### src/lrje_pkg.sv
package lrje_pkg;
  // widths and defaults
  localparam int PC_W = 12;
  localparam int DM_W = 12;
  localparam int CYC_DIV_DEF = 8;
  localparam int CNT_W = 16;
  localparam logic [11:0] PC_RST = 12'h000;
  localparam logic [3:0] REG_RST = 4'h0;
  localparam logic [11:0] BYTES_ONE = 12'h001;
  localparam logic [11:0] BYTES_TWO = 12'h002;

  // machine cycles per instruction
  localparam logic [1:0] CYC_ONE = 2'h1;
  localparam logic [1:0] CYC_TWO = 2'h2;
  localparam logic [1:0] CYC_THREE = 2'h3;

  // working register indices, low register of a pair has bit 0 clear
  localparam logic [2:0] R_A = 3'h0;
  localparam logic [2:0] R_E = 3'h1;
  localparam logic [2:0] R_L = 3'h2;
  localparam logic [2:0] R_H = 3'h3;
  localparam logic [2:0] R_X = 3'h4;
  localparam logic [2:0] R_W = 3'h5;
  localparam logic [1:0] PR_EA = 2'h0;
  localparam logic [1:0] PR_HL = 2'h1;

  // first opcode bytes
  localparam logic [3:0] OPN_JR_BWD = 4'h0;
  localparam logic [3:0] OPN_JR_FWD = 4'h1;
  localparam logic [3:0] OPN_LDA_IM = 4'hb;
  localparam logic [4:0] OP5_LDA_IND = 5'h11;
  localparam logic [4:0] OP5_LDRR_IM = 5'h10;
  localparam logic [7:0] OP_LDA_DA = 8'h8c;
  localparam logic [7:0] OP_STA_DA = 8'h89;
  localparam logic [7:0] OP_STA_HL = 8'hc4;
  localparam logic [7:0] OP_LDEA_DA = 8'hce;
  localparam logic [7:0] OP_STEA_DA = 8'hcd;
  localparam logic [7:0] OP_LDR_IM = 8'hd9;
  localparam logic [7:0] OP_PFX_A = 8'hdd;
  localparam logic [7:0] OP_PFX_EA = 8'hdc;
  localparam logic [7:0] OP_BIT_ST = 8'hfc;
  localparam logic [7:0] OP_BIT_LD = 8'hf4;

  // second opcode bytes
  localparam logic [7:0] OP2_JR_WX = 8'h64;
  localparam logic [7:0] OP2_JR_EA = 8'h60;
  localparam logic [7:0] OP2_LDEA_HL = 8'h08;
  localparam logic [7:0] OP2_STEA_HL = 8'h00;
  localparam logic [4:0] OP25_LDA_R = 5'h01;
  localparam logic [4:0] OP25_STR_A = 5'h00;
  localparam logic [4:0] OP25_LDEA_RR = 5'h1f;
  localparam logic [4:0] OP25_STRR_EA = 5'h1e;

  // indirect pair select codes
  localparam logic [2:0] IND_HL = 3'h5;
  localparam logic [2:0] IND_WX = 3'h6;
  localparam logic [2:0] IND_WL = 3'h7;

  // bit operand forms and address pages
  localparam logic [3:0] BIT_PTR_TAG = 4'h4;
  localparam logic [1:0] BIT_FB_TAG = 2'h2;
  localparam logic [1:0] BIT_FF_TAG = 2'h3;
  localparam logic [5:0] PTR_PAGE = 6'h3f;
  localparam logic [7:0] FB_PAGE = 8'hfb;
  localparam logic [7:0] FF_PAGE = 8'hff;
  localparam logic [3:0] LOW_BANK = 4'h0;

  typedef enum logic [2:0] {
    S_WAIT = 3'b000,
    S_OP1 = 3'b001,
    S_OP2 = 3'b010,
    S_EXEC = 3'b011,
    S_M0 = 3'b100,
    S_M1 = 3'b101
  } lrje_state_t;

  typedef enum logic [1:0] {
    G_NONE = 2'b00,
    G_ACC = 2'b01,
    G_HLP = 2'b10
  } lrje_grp_t;

  typedef enum logic [4:0] {
    K_NOP = 5'b00000, K_JR_IM = 5'b00001, K_JR_WX = 5'b00010,
    K_JR_EA = 5'b00011, K_LDA_IM = 5'b00100, K_LDA_IND = 5'b00101,
    K_LDA_DA = 5'b00110, K_LDA_R = 5'b00111, K_LDR_IM = 5'b01000,
    K_LDRR_IM = 5'b01001, K_STA_DA = 5'b01010, K_STR_A = 5'b01011,
    K_LDEA_HL = 5'b01100, K_LDEA_DA = 5'b01101, K_LDEA_RR = 5'b01110,
    K_STA_HL = 5'b01111, K_STEA_DA = 5'b10000, K_STRR_EA = 5'b10001,
    K_STEA_HL = 5'b10010, K_BIT_ST = 5'b10011, K_BIT_LD = 5'b10100
  } lrje_op_t;
endpackage

### src/lrje_tick.sv
`timescale 1ns/10ps
// machine cycle enable: one clock wide pulse every div clocks
module lrje_tick #(
  parameter int DIV = 8
) (
  input wire logic clk,
  input wire logic rst,
  output logic tick
);
  localparam int W = (DIV > 1) ? $clog2(DIV) : 1;
  localparam logic [W-1:0] LAST = W'(DIV - 1);
  logic [W-1:0] cnt_q;

  // free running divider, the pulse is registered
  always_ff @(posedge clk or posedge rst) begin
    if (rst) begin
      cnt_q <= '0;
      tick <= 1'b0;
    end else if (cnt_q == LAST) begin
      cnt_q <= '0;
      tick <= 1'b1;
    end else begin
      cnt_q <= cnt_q + W'(1);
      tick <= 1'b0;
    end
  end
endmodule // lrje_tick

### src/lrje_bitsel.sv
`timescale 1ns/10ps
// picks one bit of a nibble and forms the nibble with that bit replaced
module lrje_bitsel (
  input wire logic [3:0] nib_in,
  input wire logic [1:0] sel,
  input wire logic bit_in,
  output logic bit_out,
  output logic [3:0] nib_out
);
  always_comb begin
    nib_out = nib_in;
    nib_out[sel] = bit_in;
    bit_out = nib_in[sel];
  end
endmodule // lrje_bitsel

### src/lrje_exec.sv
`timescale 1ns/10ps
module lrje_exec #(
  parameter int CYC_DIV = lrje_pkg::CYC_DIV_DEF
) (
  input wire logic CLK_SYS,
  input wire logic RST,
  input wire logic [7:0] PMEM_DATA,
  input wire logic [3:0] DMEM_RDATA,
  output logic [lrje_pkg::PC_W-1:0] PMEM_ADDR,
  output logic [lrje_pkg::DM_W-1:0] DMEM_ADDR,
  output logic [3:0] DMEM_WDATA,
  output logic DMEM_WE,
  output logic [lrje_pkg::PC_W-1:0] PC,
  output logic CARRY,
  output logic [3:0] ACC,
  output logic [3:0] ACC_EXT,
  output logic INSTR_DONE
);
  import lrje_pkg::*;

  lrje_state_t state_q;
  lrje_grp_t prev_q;
  lrje_grp_t grp;
  lrje_op_t op;
  logic [3:0] regs_q [8];
  logic [7:0] op1_q;
  logic [7:0] op2_q;
  logic [11:0] pc_q;
  logic [11:0] start_q;
  logic [1:0] cyc_q;
  logic [1:0] ncyc_q;
  logic started_q;
  logic tick;
  logic start_now;
  logic suppress;
  logic mem_op;
  logic [11:0] maddr;
  logic [1:0] bsel;
  logic [1:0] mv_p;
  logic [1:0] im_p;
  logic [7:0] ind_pair;
  logic [7:0] mv_val;
  logic [7:0] im_val;
  logic [7:0] hl_ptr;
  logic [7:0] ea_val;
  logic bit_rd;
  logic [3:0] nib_wr;
  logic [31:0] reg_vec;
  logic [CNT_W-1:0] clk_cnt_q;

  // opcodes that carry a second byte
  function automatic logic is_two(input logic [7:0] b);
    is_two = (b == OP_LDA_DA) || (b == OP_STA_DA) || (b == OP_PFX_A) ||
      (b == OP_PFX_EA) || (b == OP_LDR_IM) || (b == OP_LDEA_DA) ||
      (b == OP_STEA_DA) || (b == OP_BIT_ST) || (b == OP_BIT_LD) ||
      (b[7:3] == OP5_LDRR_IM && b[0]);
  endfunction

  // out of scope codes decode as no_operation of their own length
  function automatic lrje_op_t op_of(input logic [7:0] b1,
                                     input logic [7:0] b2);
    op_of = K_NOP;
    if (b1[7:4] == OPN_JR_BWD || b1[7:4] == OPN_JR_FWD) begin
      op_of = K_JR_IM;
    end else if (b1[7:4] == OPN_LDA_IM) begin
      op_of = K_LDA_IM;
    end else if (b1 == OP_LDA_DA) begin
      op_of = K_LDA_DA;
    end else if (b1 == OP_STA_DA) begin
      op_of = K_STA_DA;
    end else if (b1[7:3] == OP5_LDA_IND && (b1[2:0] == IND_HL ||
                 b1[2:0] == IND_WX || b1[2:0] == IND_WL)) begin
      op_of = K_LDA_IND;
    end else if (b1[7:3] == OP5_LDRR_IM && b1[0]) begin
      op_of = K_LDRR_IM;
    end else if (b1 == OP_STA_HL) begin
      op_of = K_STA_HL;
    end else if (b1 == OP_LDEA_DA) begin
      op_of = K_LDEA_DA;
    end else if (b1 == OP_STEA_DA) begin
      op_of = K_STEA_DA;
    end else if (b1 == OP_LDR_IM) begin
      op_of = K_LDR_IM;
    end else if (b1 == OP_BIT_ST) begin
      op_of = K_BIT_ST;
    end else if (b1 == OP_BIT_LD) begin
      op_of = K_BIT_LD;
    end else if (b1 == OP_PFX_A) begin
      if (b2 == OP2_JR_WX) op_of = K_JR_WX;
      else if (b2 == OP2_JR_EA) op_of = K_JR_EA;
      else if (b2[7:3] == OP25_LDA_R) op_of = K_LDA_R;
      else if (b2[7:3] == OP25_STR_A) op_of = K_STR_A;
    end else if (b1 == OP_PFX_EA) begin
      if (b2 == OP2_LDEA_HL) op_of = K_LDEA_HL;
      else if (b2 == OP2_STEA_HL) op_of = K_STEA_HL;
      else if (b2[7:3] == OP25_LDEA_RR && !b2[0]) op_of = K_LDEA_RR;
      else if (b2[7:3] == OP25_STRR_EA && !b2[0]) op_of = K_STRR_EA;
    end
  endfunction

  function automatic logic [1:0] cyc_of(input lrje_op_t k);
    case (k)
      K_JR_WX, K_JR_EA: cyc_of = CYC_THREE;
      K_NOP, K_LDA_IM, K_LDA_IND, K_STA_HL: cyc_of = CYC_ONE;
      default: cyc_of = CYC_TWO;
    endcase
  endfunction

  //////////////////////////////////////////////////////////////////////////
  // decode of the latched opcode bytes
  assign op = op_of(op1_q, op2_q);
  assign mv_p = op2_q[2:1];
  assign im_p = op1_q[2:1];
  assign mv_val = {regs_q[{mv_p, 1'b1}], regs_q[{mv_p, 1'b0}]};
  assign im_val = {regs_q[{im_p, 1'b1}], regs_q[{im_p, 1'b0}]};
  assign hl_ptr = {regs_q[R_H], regs_q[R_L]};
  assign ea_val = {regs_q[R_E], regs_q[R_A]};

  // indirect pair choice for the accumulator load
  always_comb begin
    if (op1_q[2:0] == IND_WX) ind_pair = {regs_q[R_W], regs_q[R_X]};
    else if (op1_q[2:0] == IND_WL) ind_pair = {regs_q[R_W], regs_q[R_L]};
    else ind_pair = hl_ptr;
  end

  // immediate load kind, only accumulator and pointer pair repeat
  always_comb begin
    grp = G_NONE;
    if (op == K_LDA_IM) grp = G_ACC;
    else if (op == K_LDRR_IM && im_p == PR_EA) grp = G_ACC;
    else if (op == K_LDRR_IM && im_p == PR_HL) grp = G_HLP;
  end
  assign suppress = (grp != G_NONE) && (grp == prev_q);

  // data memory address and bit number for each form
  always_comb begin
    maddr = {LOW_BANK, op2_q};
    bsel = op2_q[5:4];
    mem_op = 1'b1;
    case (op)
      K_LDA_IND: maddr = {LOW_BANK, ind_pair};
      K_STA_HL: maddr = {LOW_BANK, hl_ptr};
      K_LDEA_HL, K_STEA_HL: maddr = {LOW_BANK, hl_ptr[7:1], 1'b0};
      K_LDEA_DA, K_STEA_DA: maddr = {LOW_BANK, op2_q[7:1], 1'b0};
      K_LDA_DA, K_STA_DA: maddr = {LOW_BANK, op2_q};
      K_BIT_ST, K_BIT_LD: begin
        if (op2_q[7:4] == BIT_PTR_TAG) begin
          maddr = {PTR_PAGE, op2_q[3:0], regs_q[R_L][3:2]};
          bsel = regs_q[R_L][1:0];
        end else if (op2_q[7:6] == BIT_FB_TAG) begin
          maddr = {FB_PAGE, op2_q[3:0]};
        end else if (op2_q[7:6] == BIT_FF_TAG) begin
          maddr = {FF_PAGE, op2_q[3:0]};
        end else begin
          maddr = {LOW_BANK, regs_q[R_H], op2_q[3:0]};
        end
      end
      default: mem_op = 1'b0;
    endcase
  end

  // bit pick and insert against the nibble being read
  lrje_bitsel u_bitsel (
    .nib_in(DMEM_RDATA),
    .sel(bsel),
    .bit_in(CARRY),
    .bit_out(bit_rd),
    .nib_out(nib_wr)
  );

  //////////////////////////////////////////////////////////////////////////
  // machine cycle timing
  lrje_tick #(.DIV(CYC_DIV)) u_tick (
    .clk(CLK_SYS),
    .rst(RST),
    .tick(tick)
  );

  // next instruction starts on the tick that closes the last cycle
  assign start_now = (state_q == S_WAIT) && tick &&
    ((cyc_q + 2'h1) >= ncyc_q);

  // ticks seen since the current instruction began
  always_ff @(posedge CLK_SYS or posedge RST) begin
    if (RST) begin
      cyc_q <= 2'h0;
    end else if (start_now) begin
      cyc_q <= 2'h0;
    end else if (tick && cyc_q != CYC_THREE) begin
      cyc_q <= cyc_q + 2'h1;
    end
  end

  // completion pulse, none before the first instruction ran
  always_ff @(posedge CLK_SYS or posedge RST) begin
    if (RST) begin
      started_q <= 1'b0;
      INSTR_DONE <= 1'b0;
    end else begin
      INSTR_DONE <= start_now && started_q;
      if (start_now) started_q <= 1'b1;
    end
  end

  //////////////////////////////////////////////////////////////////////////
  // sequencer, program counter and fetch
  always_ff @(posedge CLK_SYS or posedge RST) begin
    if (RST) begin
      state_q <= S_WAIT;
      pc_q <= PC_RST;
      start_q <= PC_RST;
      PMEM_ADDR <= PC_RST;
      op1_q <= 8'h00;
      op2_q <= 8'h00;
      ncyc_q <= CYC_ONE;
      prev_q <= G_NONE;
    end else begin
      case (state_q)
        S_WAIT: begin
          if (start_now) begin
            state_q <= S_OP1;
            PMEM_ADDR <= pc_q;
            start_q <= pc_q;
          end
        end
        S_OP1: begin
          op1_q <= PMEM_DATA;
          pc_q <= pc_q + BYTES_ONE;
          PMEM_ADDR <= pc_q + BYTES_ONE;
          state_q <= is_two(PMEM_DATA) ? S_OP2 : S_EXEC;
        end
        S_OP2: begin
          op2_q <= PMEM_DATA;
          pc_q <= pc_q + BYTES_ONE;
          state_q <= S_EXEC;
        end
        S_EXEC: begin
          ncyc_q <= cyc_of(op);
          prev_q <= grp;
          if (op == K_JR_IM && op1_q[4]) begin
            pc_q <= pc_q + {8'h00, op1_q[3:0]};
          end else if (op == K_JR_IM) begin
            pc_q <= start_q - {8'h00, op1_q[3:0]};
          end else if (op == K_JR_WX) begin
            // pc already past the second byte, so page wrap follows
            pc_q <= {pc_q[11:8], regs_q[R_W], regs_q[R_X]};
          end else if (op == K_JR_EA) begin
            pc_q <= {pc_q[11:8], ea_val};
          end
          state_q <= mem_op ? S_M0 : S_WAIT;
        end
        S_M0: begin
          if (op == K_LDEA_HL || op == K_LDEA_DA || op == K_STEA_HL ||
              op == K_STEA_DA || op == K_BIT_ST) begin
            state_q <= S_M1;
          end else begin
            state_q <= S_WAIT;
          end
        end
        S_M1: state_q <= S_WAIT;
        default: state_q <= S_WAIT;
      endcase
    end
  end
  assign PC = pc_q;

  //////////////////////////////////////////////////////////////////////////
  // working registers; memory data lands one clock after the address
  always_ff @(posedge CLK_SYS or posedge RST) begin
    if (RST) begin
      for (int i = 0; i < 8; i++) regs_q[i] <= REG_RST;
    end else if (state_q == S_EXEC && !suppress) begin
      case (op)
        K_LDA_IM: regs_q[R_A] <= op1_q[3:0];
        K_LDA_R: regs_q[R_A] <= regs_q[op2_q[2:0]];
        K_LDR_IM: regs_q[op2_q[2:0]] <= op2_q[7:4];
        K_STR_A: regs_q[op2_q[2:0]] <= regs_q[R_A];
        K_LDRR_IM: begin
          regs_q[{im_p, 1'b0}] <= op2_q[3:0];
          regs_q[{im_p, 1'b1}] <= op2_q[7:4];
        end
        K_LDEA_RR: begin
          regs_q[R_A] <= regs_q[{mv_p, 1'b0}];
          regs_q[R_E] <= regs_q[{mv_p, 1'b1}];
        end
        K_STRR_EA: begin
          regs_q[{mv_p, 1'b1}] <= regs_q[R_E];
          regs_q[{mv_p, 1'b0}] <= regs_q[R_A];
        end
        default: ;
      endcase
    end else if (state_q == S_M0 && (op == K_LDA_IND || op == K_LDA_DA ||
                 op == K_LDEA_HL || op == K_LDEA_DA)) begin
      regs_q[R_A] <= DMEM_RDATA;
    end else if (state_q == S_M1 && (op == K_LDEA_HL ||
                 op == K_LDEA_DA)) begin
      regs_q[R_E] <= DMEM_RDATA;
    end
  end
  assign ACC = regs_q[R_A];
  assign ACC_EXT = regs_q[R_E];
  always_comb begin
    for (int i = 0; i < 8; i++) reg_vec[i*4 +: 4] = regs_q[i];
  end

  // carry flag, only the bit move toward carry touches it
  always_ff @(posedge CLK_SYS or posedge RST) begin
    if (RST) begin
      CARRY <= 1'b0;
    end else if (state_q == S_M0 && op == K_BIT_LD) begin
      CARRY <= bit_rd;
    end
  end

  // data memory port; a bit store is read, merge, write back
  always_ff @(posedge CLK_SYS or posedge RST) begin
    if (RST) begin
      DMEM_ADDR <= 12'h000;
      DMEM_WDATA <= 4'h0;
      DMEM_WE <= 1'b0;
    end else if (state_q == S_EXEC && mem_op) begin
      DMEM_ADDR <= maddr;
      DMEM_WDATA <= regs_q[R_A];
      DMEM_WE <= (op == K_STA_DA) || (op == K_STA_HL) ||
        (op == K_STEA_DA) || (op == K_STEA_HL);
    end else if (state_q == S_M0) begin
      DMEM_WE <= 1'b0;
      if (op == K_LDEA_HL || op == K_LDEA_DA) begin
        DMEM_ADDR[0] <= 1'b1;
      end else if (op == K_STEA_HL || op == K_STEA_DA) begin
        DMEM_ADDR[0] <= 1'b1;
        DMEM_WDATA <= regs_q[R_E];
        DMEM_WE <= 1'b1;
      end else if (op == K_BIT_ST) begin
        DMEM_WDATA <= nib_wr;
        DMEM_WE <= 1'b1;
      end
    end else begin
      DMEM_WE <= 1'b0;
    end
  end

  //////////////////////////////////////////////////////////////////////////
  // clocks per instruction, watched by the timing check only
  always_ff @(posedge CLK_SYS or posedge RST) begin
    if (RST) clk_cnt_q <= '0;
    else if (start_now) clk_cnt_q <= '0;
    else clk_cnt_q <= clk_cnt_q + CNT_W'(1);
  end
endmodule // lrje_exec

### config.mk
export PLATFORM = sky130hd
export DESIGN_NAME = lrje_exec
export DESIGN_NICKNAME = d
export VERILOG_FILES = /design/src/lrje_pkg.sv /design/src/lrje_tick.sv /design/src/lrje_bitsel.sv /design/src/lrje_exec.sv
export SDC_FILE = /design/constraint.sdc
export NUM_CORES = 1
export LEC_CHECK = 0
export CAP_MARGIN = 10
export CORE_ASPECT_RATIO = 1.25
export CORE_MARGIN = 1.5
export CORE_UTILIZATION = 30
export DETAILED_ROUTE_END_ITERATION = 12
export DONT_BUFFER_PORTS = 1
export PLACE_DENSITY_LB_ADDON = 0.1
export SLEW_MARGIN = 20
export SYNTH_ARGS = -nofsm -noshare
export SYNTH_HDL_FRONTEND = slang
export SYNTH_HIERARCHICAL = 1
export SYNTH_SLANG_ARGS = --single-unit
export TNS_END_PERCENT = 10
### constraint.sdc
create_clock -name CLK_SYS -period 4.35 [get_ports CLK_SYS]
set_clock_uncertainty 0.2 [all_clocks]
set_input_delay 0.87 -clock CLK_SYS [delete_from_list [all_inputs] [get_ports CLK_SYS]]
set_output_delay 0.87 -clock CLK_SYS [all_outputs]
set_load 0.03 [all_outputs]
Word level (Yosys, flattened, before mapping)
Cells that the tools add are included.

word-level totals
  input bits = 14
  output and inout port bits = 51
  word-level logic and storage cells = 305
  register bits = 117

operators by class
  reduce and logical (&&, ||, !) cells = 81
  add/subtract/negate cells = 5
  magnitude comparators = 13
  equal/unequal tests = 72
  bitwise gates (word level) = 5
  mux-type cells = 102

operators by type and width
  kind                  count
  $bwmux W32            6
  $eq A8 B8 Y1 const B  19
  $pmux W24 S4          1
  $mux W4               23
  $mux W5               18
  $mux W12              6
  $demux W4 S3          5
  $pmux W12 S5          1
  $eq A5 B5 Y1 const B  10
  $pmux W12 S2          2
  $eq A5 B4 Y1 const B  8
  $mux W8               5
  $bmux W4 S3           3
  $pmux W4 S7           1
  $logic_and A1 B1 Y1   24
  $logic_or A1 B1 Y1    23
  $eq A5 B3 Y1 const B  4
  $ge A4 B4 Y1 const B  5
  $lt A4 B1 Y1 const B  5
  $not A3 Y4            5
  $pmux W4 S5           1
  $eq A3 B3 Y1 const B  6
  $eq A8 B7 Y1 const B  2
  $pmux W3 S5           1
  46 further kinds      94

Longest topological paths before layout
  depth in word-level cells = 33
  gate-level depth with buffers = 11
  depth with buffers taken out = 10

Cells and area by module
The synthesis kept the hierarchy.

by module, submodules not included
  module       instances  cells an instance  area each (sq um)  sequential area each (sq um)
  lrje_exec    1          1150               9301.4             2753.9
  lrje_tick    1          8                  132.6              100.1
  lrje_bitsel  1          9                  87.6               0.0

Worst setup path before layout
OpenSTA, ideal clock, no wires.

  path type = register to register
  start point = reg op1_q[1]
  end point = reg pc_q[9], in the netlist PC[9]
  buffers on the path = 2
  stages on the path, launching flop included = 12
  arrival = 2862 ps
  period minus slack after synthesis = 3143 ps
  library setup time = 82 ps
  data required time = 4068 ps
  path slack = 1207 ps
  path through = dfrtp_1 > clkbuf_2 > buf_2 > clkinv_1 > ha_1 > nor2b_1 > o21a_1 > o21ai_0 > or4b_2 > xnor2_1 > nand2_1 > a31oi_1

on the way
  longest elaborated chain between the ends = 19
  elaborated cells on any way between the ends = 39
  classes of those cells = 2 x add/sub; 15 x eq/ne; 17 x mux; 5 x reduce/logical

ends and longest elaborated chain
  what                                               RTL line                            RTL
  start: declaration                                 lrje_exec.sv:26                     logic [7:0] op1_q;
  start signal: assignment                           lrje_exec.sv:213                    op1_q <= 8'h00;
  start signal: assignment                           lrje_exec.sv:227                    op1_q <= PMEM_DATA;
  $eq A8 B8 Y1                                       lrje_exec.sv:93                     end else if (b1 == OP_PFX_EA) begin
  $mux W5                                            lrje_exec.sv:93
  $mux W5                                            lrje_exec.sv:88                     end else if (b1 == OP_PFX_A) begin
  $mux W5                                            lrje_exec.sv:86                     end else if (b1 == OP_BIT_LD) begin
  $mux W5                                            lrje_exec.sv:84                     end else if (b1 == OP_BIT_ST) begin
  $mux W5                                            lrje_exec.sv:82                     end else if (b1 == OP_LDR_IM) begin
  $mux W5                                            lrje_exec.sv:80                     end else if (b1 == OP_STEA_DA) begin
  $mux W5                                            lrje_exec.sv:78                     end else if (b1 == OP_LDEA_DA) begin
  [... 3 more ...]                                   --
  $mux W5                                            lrje_exec.sv:69                     end else if (b1 == OP_STA_DA) begin
  $mux W5                                            lrje_exec.sv:67                     end else if (b1 == OP_LDA_DA) begin
  $mux W5                                            lrje_exec.sv:65                     end else if (b1[7:4] == OPN_LDA_IM) begin
  $mux W5                                            lrje_exec.sv:63                     if (b1[7:4] == OPN_JR_BWD || b1[7:4] == OPN_JR_FWD) begin
  $eq A5 B1 Y1                                       lrje_exec.sv:240, lrje_exec.sv:242
  $logic_and A1 B1 Y1                                lrje_exec.sv:240                    if (op == K_JR_IM && op1_q[4]) begin
  $mux W12 or $ne A3 B3 Y1 (tied branches)           --
  $pmux W12 S2 or $reduce_and A2 Y1 (tied branches)  --
  end signal: assignment                             lrje_exec.sv:241                    pc_q <= pc_q + {8'h00, op1_q[3:0]};
  end signal: assignment                             lrje_exec.sv:243                    pc_q <= start_q - {8'h00, op1_q[3:0]};
  end signal: assignment                             lrje_exec.sv:246                    pc_q <= {pc_q[11:8], regs_q[R_W], regs_q[R_X]};
  end: declaration                                   lrje_exec.sv:28                     logic [11:0] pc_q;

Parallel ways exist; a longest one is shown, timed or not. The select of a mux whose other input is x is not followed.
A chain may end at the register's enable or synchronous reset.

Final worst setup path
  start point = reg op1_q[6]
  end point = reg regs_q, in the netlist ACC[3]

on the way
  longest elaborated chain between the ends = 26
  elaborated cells on any way between the ends = 62
  classes of those cells = 27 x eq/ne; 19 x mux; 16 x reduce/logical

ends and longest elaborated chain
  what                                                                 RTL line          RTL
  $eq A8 B8 Y1                                                         lrje_exec.sv:93
  $mux W5                                                              lrje_exec.sv:93
  $mux W5                                                              lrje_exec.sv:88
  $mux W5                                                              lrje_exec.sv:86
  $mux W5                                                              lrje_exec.sv:84
  $mux W5                                                              lrje_exec.sv:82
  $mux W5                                                              lrje_exec.sv:80
  $mux W5                                                              lrje_exec.sv:78
  [... 10 more ...]                                                    --
  $mux W2                                                              lrje_exec.sv:130  else if (op == K_LDRR_IM && im_p == PR_EA) grp = G_ACC;
  $mux W2                                                              lrje_exec.sv:129  if (op == K_LDA_IM) grp = G_ACC;
  $eq A2 B2 Y1 or $reduce_bool A2 Y1 (tied branches)                   lrje_exec.sv:133  assign suppress = (grp != G_NONE) && (grp == prev_q);
  $logic_and A1 B1 Y1                                                  lrje_exec.sv:133
  $logic_not A1 Y1                                                     lrje_exec.sv:272  end else if (state_q == S_EXEC && !suppress) begin
  $logic_and A1 B1 Y1                                                  lrje_exec.sv:272
  $ne A8 B3 Y1 (no source line) or $reduce_bool A2 Y1 (tied branches)  --
  $reduce_and A2 Y1 (no source line)                                   --
  end signal: indexed assignment                                       lrje_exec.sv:274  K_LDA_IM: regs_q[R_A] <= op1_q[3:0];
  end signal: indexed assignment                                       lrje_exec.sv:275  K_LDA_R: regs_q[R_A] <= regs_q[op2_q[2:0]];
  end signal: indexed assignment                                       lrje_exec.sv:276  K_LDR_IM: regs_q[op2_q[2:0]] <= op2_q[7:4];
  end: declaration                                                     lrje_exec.sv:25   logic [3:0] regs_q [8];

Every way passes the cells marked *; elsewhere a longest branch is shown, timed or not.

==> flow_summary.yaml <==
timing:
  slew_viol_final: 0
  finalSetupViolations: 0
  timing.hold.ws_ns: 0.2023
  tns_ns: 0
  fin_crit_sh_pct: 87.15
  min_period_ns: 3.791
  relSlewSlack_pct: 28.65
  rsz0062_at_grt: "no"
  tightestPinTransition_ns: 1.070
  hold_viol_final: 0
  timing.fmax_mhz: 263.8
routing:
  num_vias: 9249
  avgViaCountPerCell: 5.986
  drt_iter0_markers: 754
  route.detailed.drc: 0
  wl_per_cell_um: 25.55
  routed_wirelength_um: 39470
  drt-pass1-iter-count: 8
  antenna_left: 0
floorplanning:
  die_h_um: 202.2
  core.rowCount: 72
  io-pin-count: 65
  start_util_pct: 30.64
  die_area_um2: 32820
  core_area_um2: 31080
  die_x_um: 162.3
critical_path:
  worstPathArrival_ns: 3.92
  critPathCaptureType: "flip-flop"
  critPathBufInv: 0
  crit_family: "compound AO/OA/AOI/OAI gates"
  critPathMaxStageDelay_ns: 0.77
  start_kind: "flip-flop"
  crit_path_cell_trace: "or4b_1, or3_1, o2111ai_1, a2111oi_4, o211ai_1, a311o_1, a32o_1"
  path_max_fanout: 17
  crit_required_ns: 4.48
  path_class: "flip-flop to flip-flop"
  cp_slowest_cell: "a2111oi_4"
final_layout:
  synthToLayoutAreaGrowth_pct: 11.17
  mostFrequentLayoutCell: "nand2_1"
  multi_input_area_um2: 6091
  regArea_um2: 2854
  drive_gt1_share_pct: 13.71
  diodes: 0
  layout_common_cells: "nand2_1 (121), dfrtp_1 (113), o21ai_0 (90), a21oi_1 (78), nor2_1 (76)"
  finalNetCount: 1155
  num-fill-cells: 3331
clock_tree:
  htreeDepth: 4
  cts_tree: "yes"
  clock_latency_ns: 0.44
  cts_buffers: 17
  cts_root_buf: "clkbuf_16"
  cts_buffer_depth: 2
  cts.clk_slew.worst_paths_ns: 0.07
  cts.sinks: 114
logic_synthesis:
  synth_area_um2: 9522
  synth-seq-cells: 114
  synthArstFlopShare_pct: 100.0
  synth_cell_type_count: 89
  synthesis.nets: 1197
  synthCells: 1167
  synth.top_cell.area_share_pct: 29.70
  ys.warnings.count: 6
  yosys_most_used_dff: "dfrtp_1"
  synth_top_area_cell: "dfrtp_1"
  syn_avg_cell_area_um2: 8.159
  synth_edf_count: 0
  yosys-top-cells-area: "dfrtp_1 (30%), mux2i_1 (7.5%), nand2_1 (4.8%), o21ai_0 (4.7%), mux2_2 (4.5%)"
  synth_seq_area_share_pct: 29.97
global_route:
  grt_pass1_vias: 9183
  grt_max_degree: 63
  overflow: 0
  grtUsageTotal_pct: 24.28
  grt_pass1_wl_um: 59890
  antenna_found_initial: 0
outcome:
  status: "complete, no violations"
placement:
  gp_congestion: 0.9545
  dp_hpwl_um: 28420
  io_buffers: 0
power:
  p_per_area_nw_per_um2: 761.6
  ir_drop_v: 0.0002445
  finalPower_mw: 8.061
  power.leakage_nw: 4.276
run:
  cap_violations: 0
hold_path:
  hp-class: "primary input to asynchronous set/reset pin"
per-layer routing:
| layer | GRT usage (%) | wire, um | up-vias |
|---|---|---|---|
| li1 | - | - | 4297 |
| met1 | 28.65 | 15960 | 4606 |
| met2 | 42.89 | 20240 | 270 |
| met3 | 3.673 | 1649 | 76 |
| met4 | 11.34 | 1620 | 0 |
| met5 | 0 | 0 | - |
worst reg2reg max path, delay by kind of cell (launching register included):
family	cells	cell delay, ns
AOI/OAI and AO/OA	5	2.12
and+or+nand+nor	2	0.69
DFF	1	0.69
worst paths after layout:
| check | startpoint | end | slack (ns) | cells past startpoint |
|---|---|---|---|---|
| worst max-delay path | op1_q[6] | ACC[3] | 0.56 | 7 |
| worst min-delay path | RST | cyc_q[0] | 0.20 | 1 |
| worst max register to register | op1_q[6] | ACC[3] | 0.56 | 7 |
| worst min register to register | u_tick/cnt_q[0] | u_tick/cnt_q[0] | 0.23 | 1 |
| max in group asynchronous | RST | ACC_EXT[3] | 2.90 | 2 |
| min in group CLK_SYS | u_tick/cnt_q[0] | u_tick/cnt_q[0] | 0.23 | 1 |
area by class of cell:
| type | instances | area share, % |
|---|---|---|
| timing repair buffer | 52 | 3.948 |
| multi-input combinational | 910 | 57.54 |
| tap | 407 | 4.811 |
| clock inverter | 11 | 1.206 |
| clock buffer | 21 | 4.444 |
| inverter | 30 | 1.087 |
| sequential | 114 | 26.96 |
report_power, final:
| part | switching [mW] | internal (mW) | leakage, nW |
|---|---|---|---|
| combinational | 2.59 | 1.60 | 2.56 |
| clock | 0.575 | 0.892 | 0.286 |
| sequential | 0.976 | 1.42 | 1.43 |
| total | 4.15 | 3.92 | 4.28 |
sequential cells by signal, summed over array words and instances, names as in the netlist:
name	cells
DMEM_WDATA	4
reg_vec	16
op1_q	8
DMEM_ADDR	9
DMEM_WE	1
ACC	4
ACC_EXT	4
u_tick/cnt_q	3
op2_q	8
PC	12
prev_q	2
u_tick/tick	1
CARRY	1
hl_ptr	8
PMEM_ADDR	12
start_q	12
cyc_q	2
state_q	3
ncyc_q	2
started_q	1
INSTR_DONE	1
synth_stat cells, types with 6 or more instances:
cell and number:
mux2_2 38, a311o_1 7, inv_1 28, o21a_1 7, nand2_1 121, nor3b_1 9, a21o_1 8, nand2b_1 12
a31oi_1 38, a21boi_0 8, o211ai_1 8, nand4_1 6, clkbuf_1 83, o31ai_1 11, a221o_1 6, nor2_1 76
a211oi_1 26, xor2_1 7, buf_4 11, o22ai_1 31, dfrtp_1 113, ha_1 14, o21ai_0 90, or4_1 8
nor2b_1 13, a211o_1 7, nand3_1 34, buf_2 11, nor4_1 9, xnor2_1 14, a21oi_1 79, nand3b_1 6
mux2i_1 71, a22oi_1 10, nor3_1 28, and3_1 12
metrics by stage:
stage	instances	area (um2)	utilization, %	worst slack, ns
floorplan	1167	9522	-	0.3794
finish	1545	10590	34.06	0.5590
detailed placement	1512	9977	32.10	0.6535
CTS	1545	10590	34.06	0.6433
global placement	1512	9977	32.10	0.6312
global route	1545	10590	34.06	0.4273
kinds of logic after synthesis:
family                   share of synthesized area (%)
AO/OA/AOI/OAI                                    27.62
AND/OR/NAND/NOR                                  19.40
buffers and inverters                            6.386
flip-flops                                       29.97
multiplexers                                     12.43
XOR/XNOR                                         1.932
adder cells (fa/ha/maj)                          2.260
what timing repair did:
item	CTS	global route
endpoints found under the hold margin	2	0
endpoints found under the setup margin	0	0
buffers inserted	0	0
hold buffers	1	0
gates resized for setup	0	0
(Power assumes the default switching activity.)
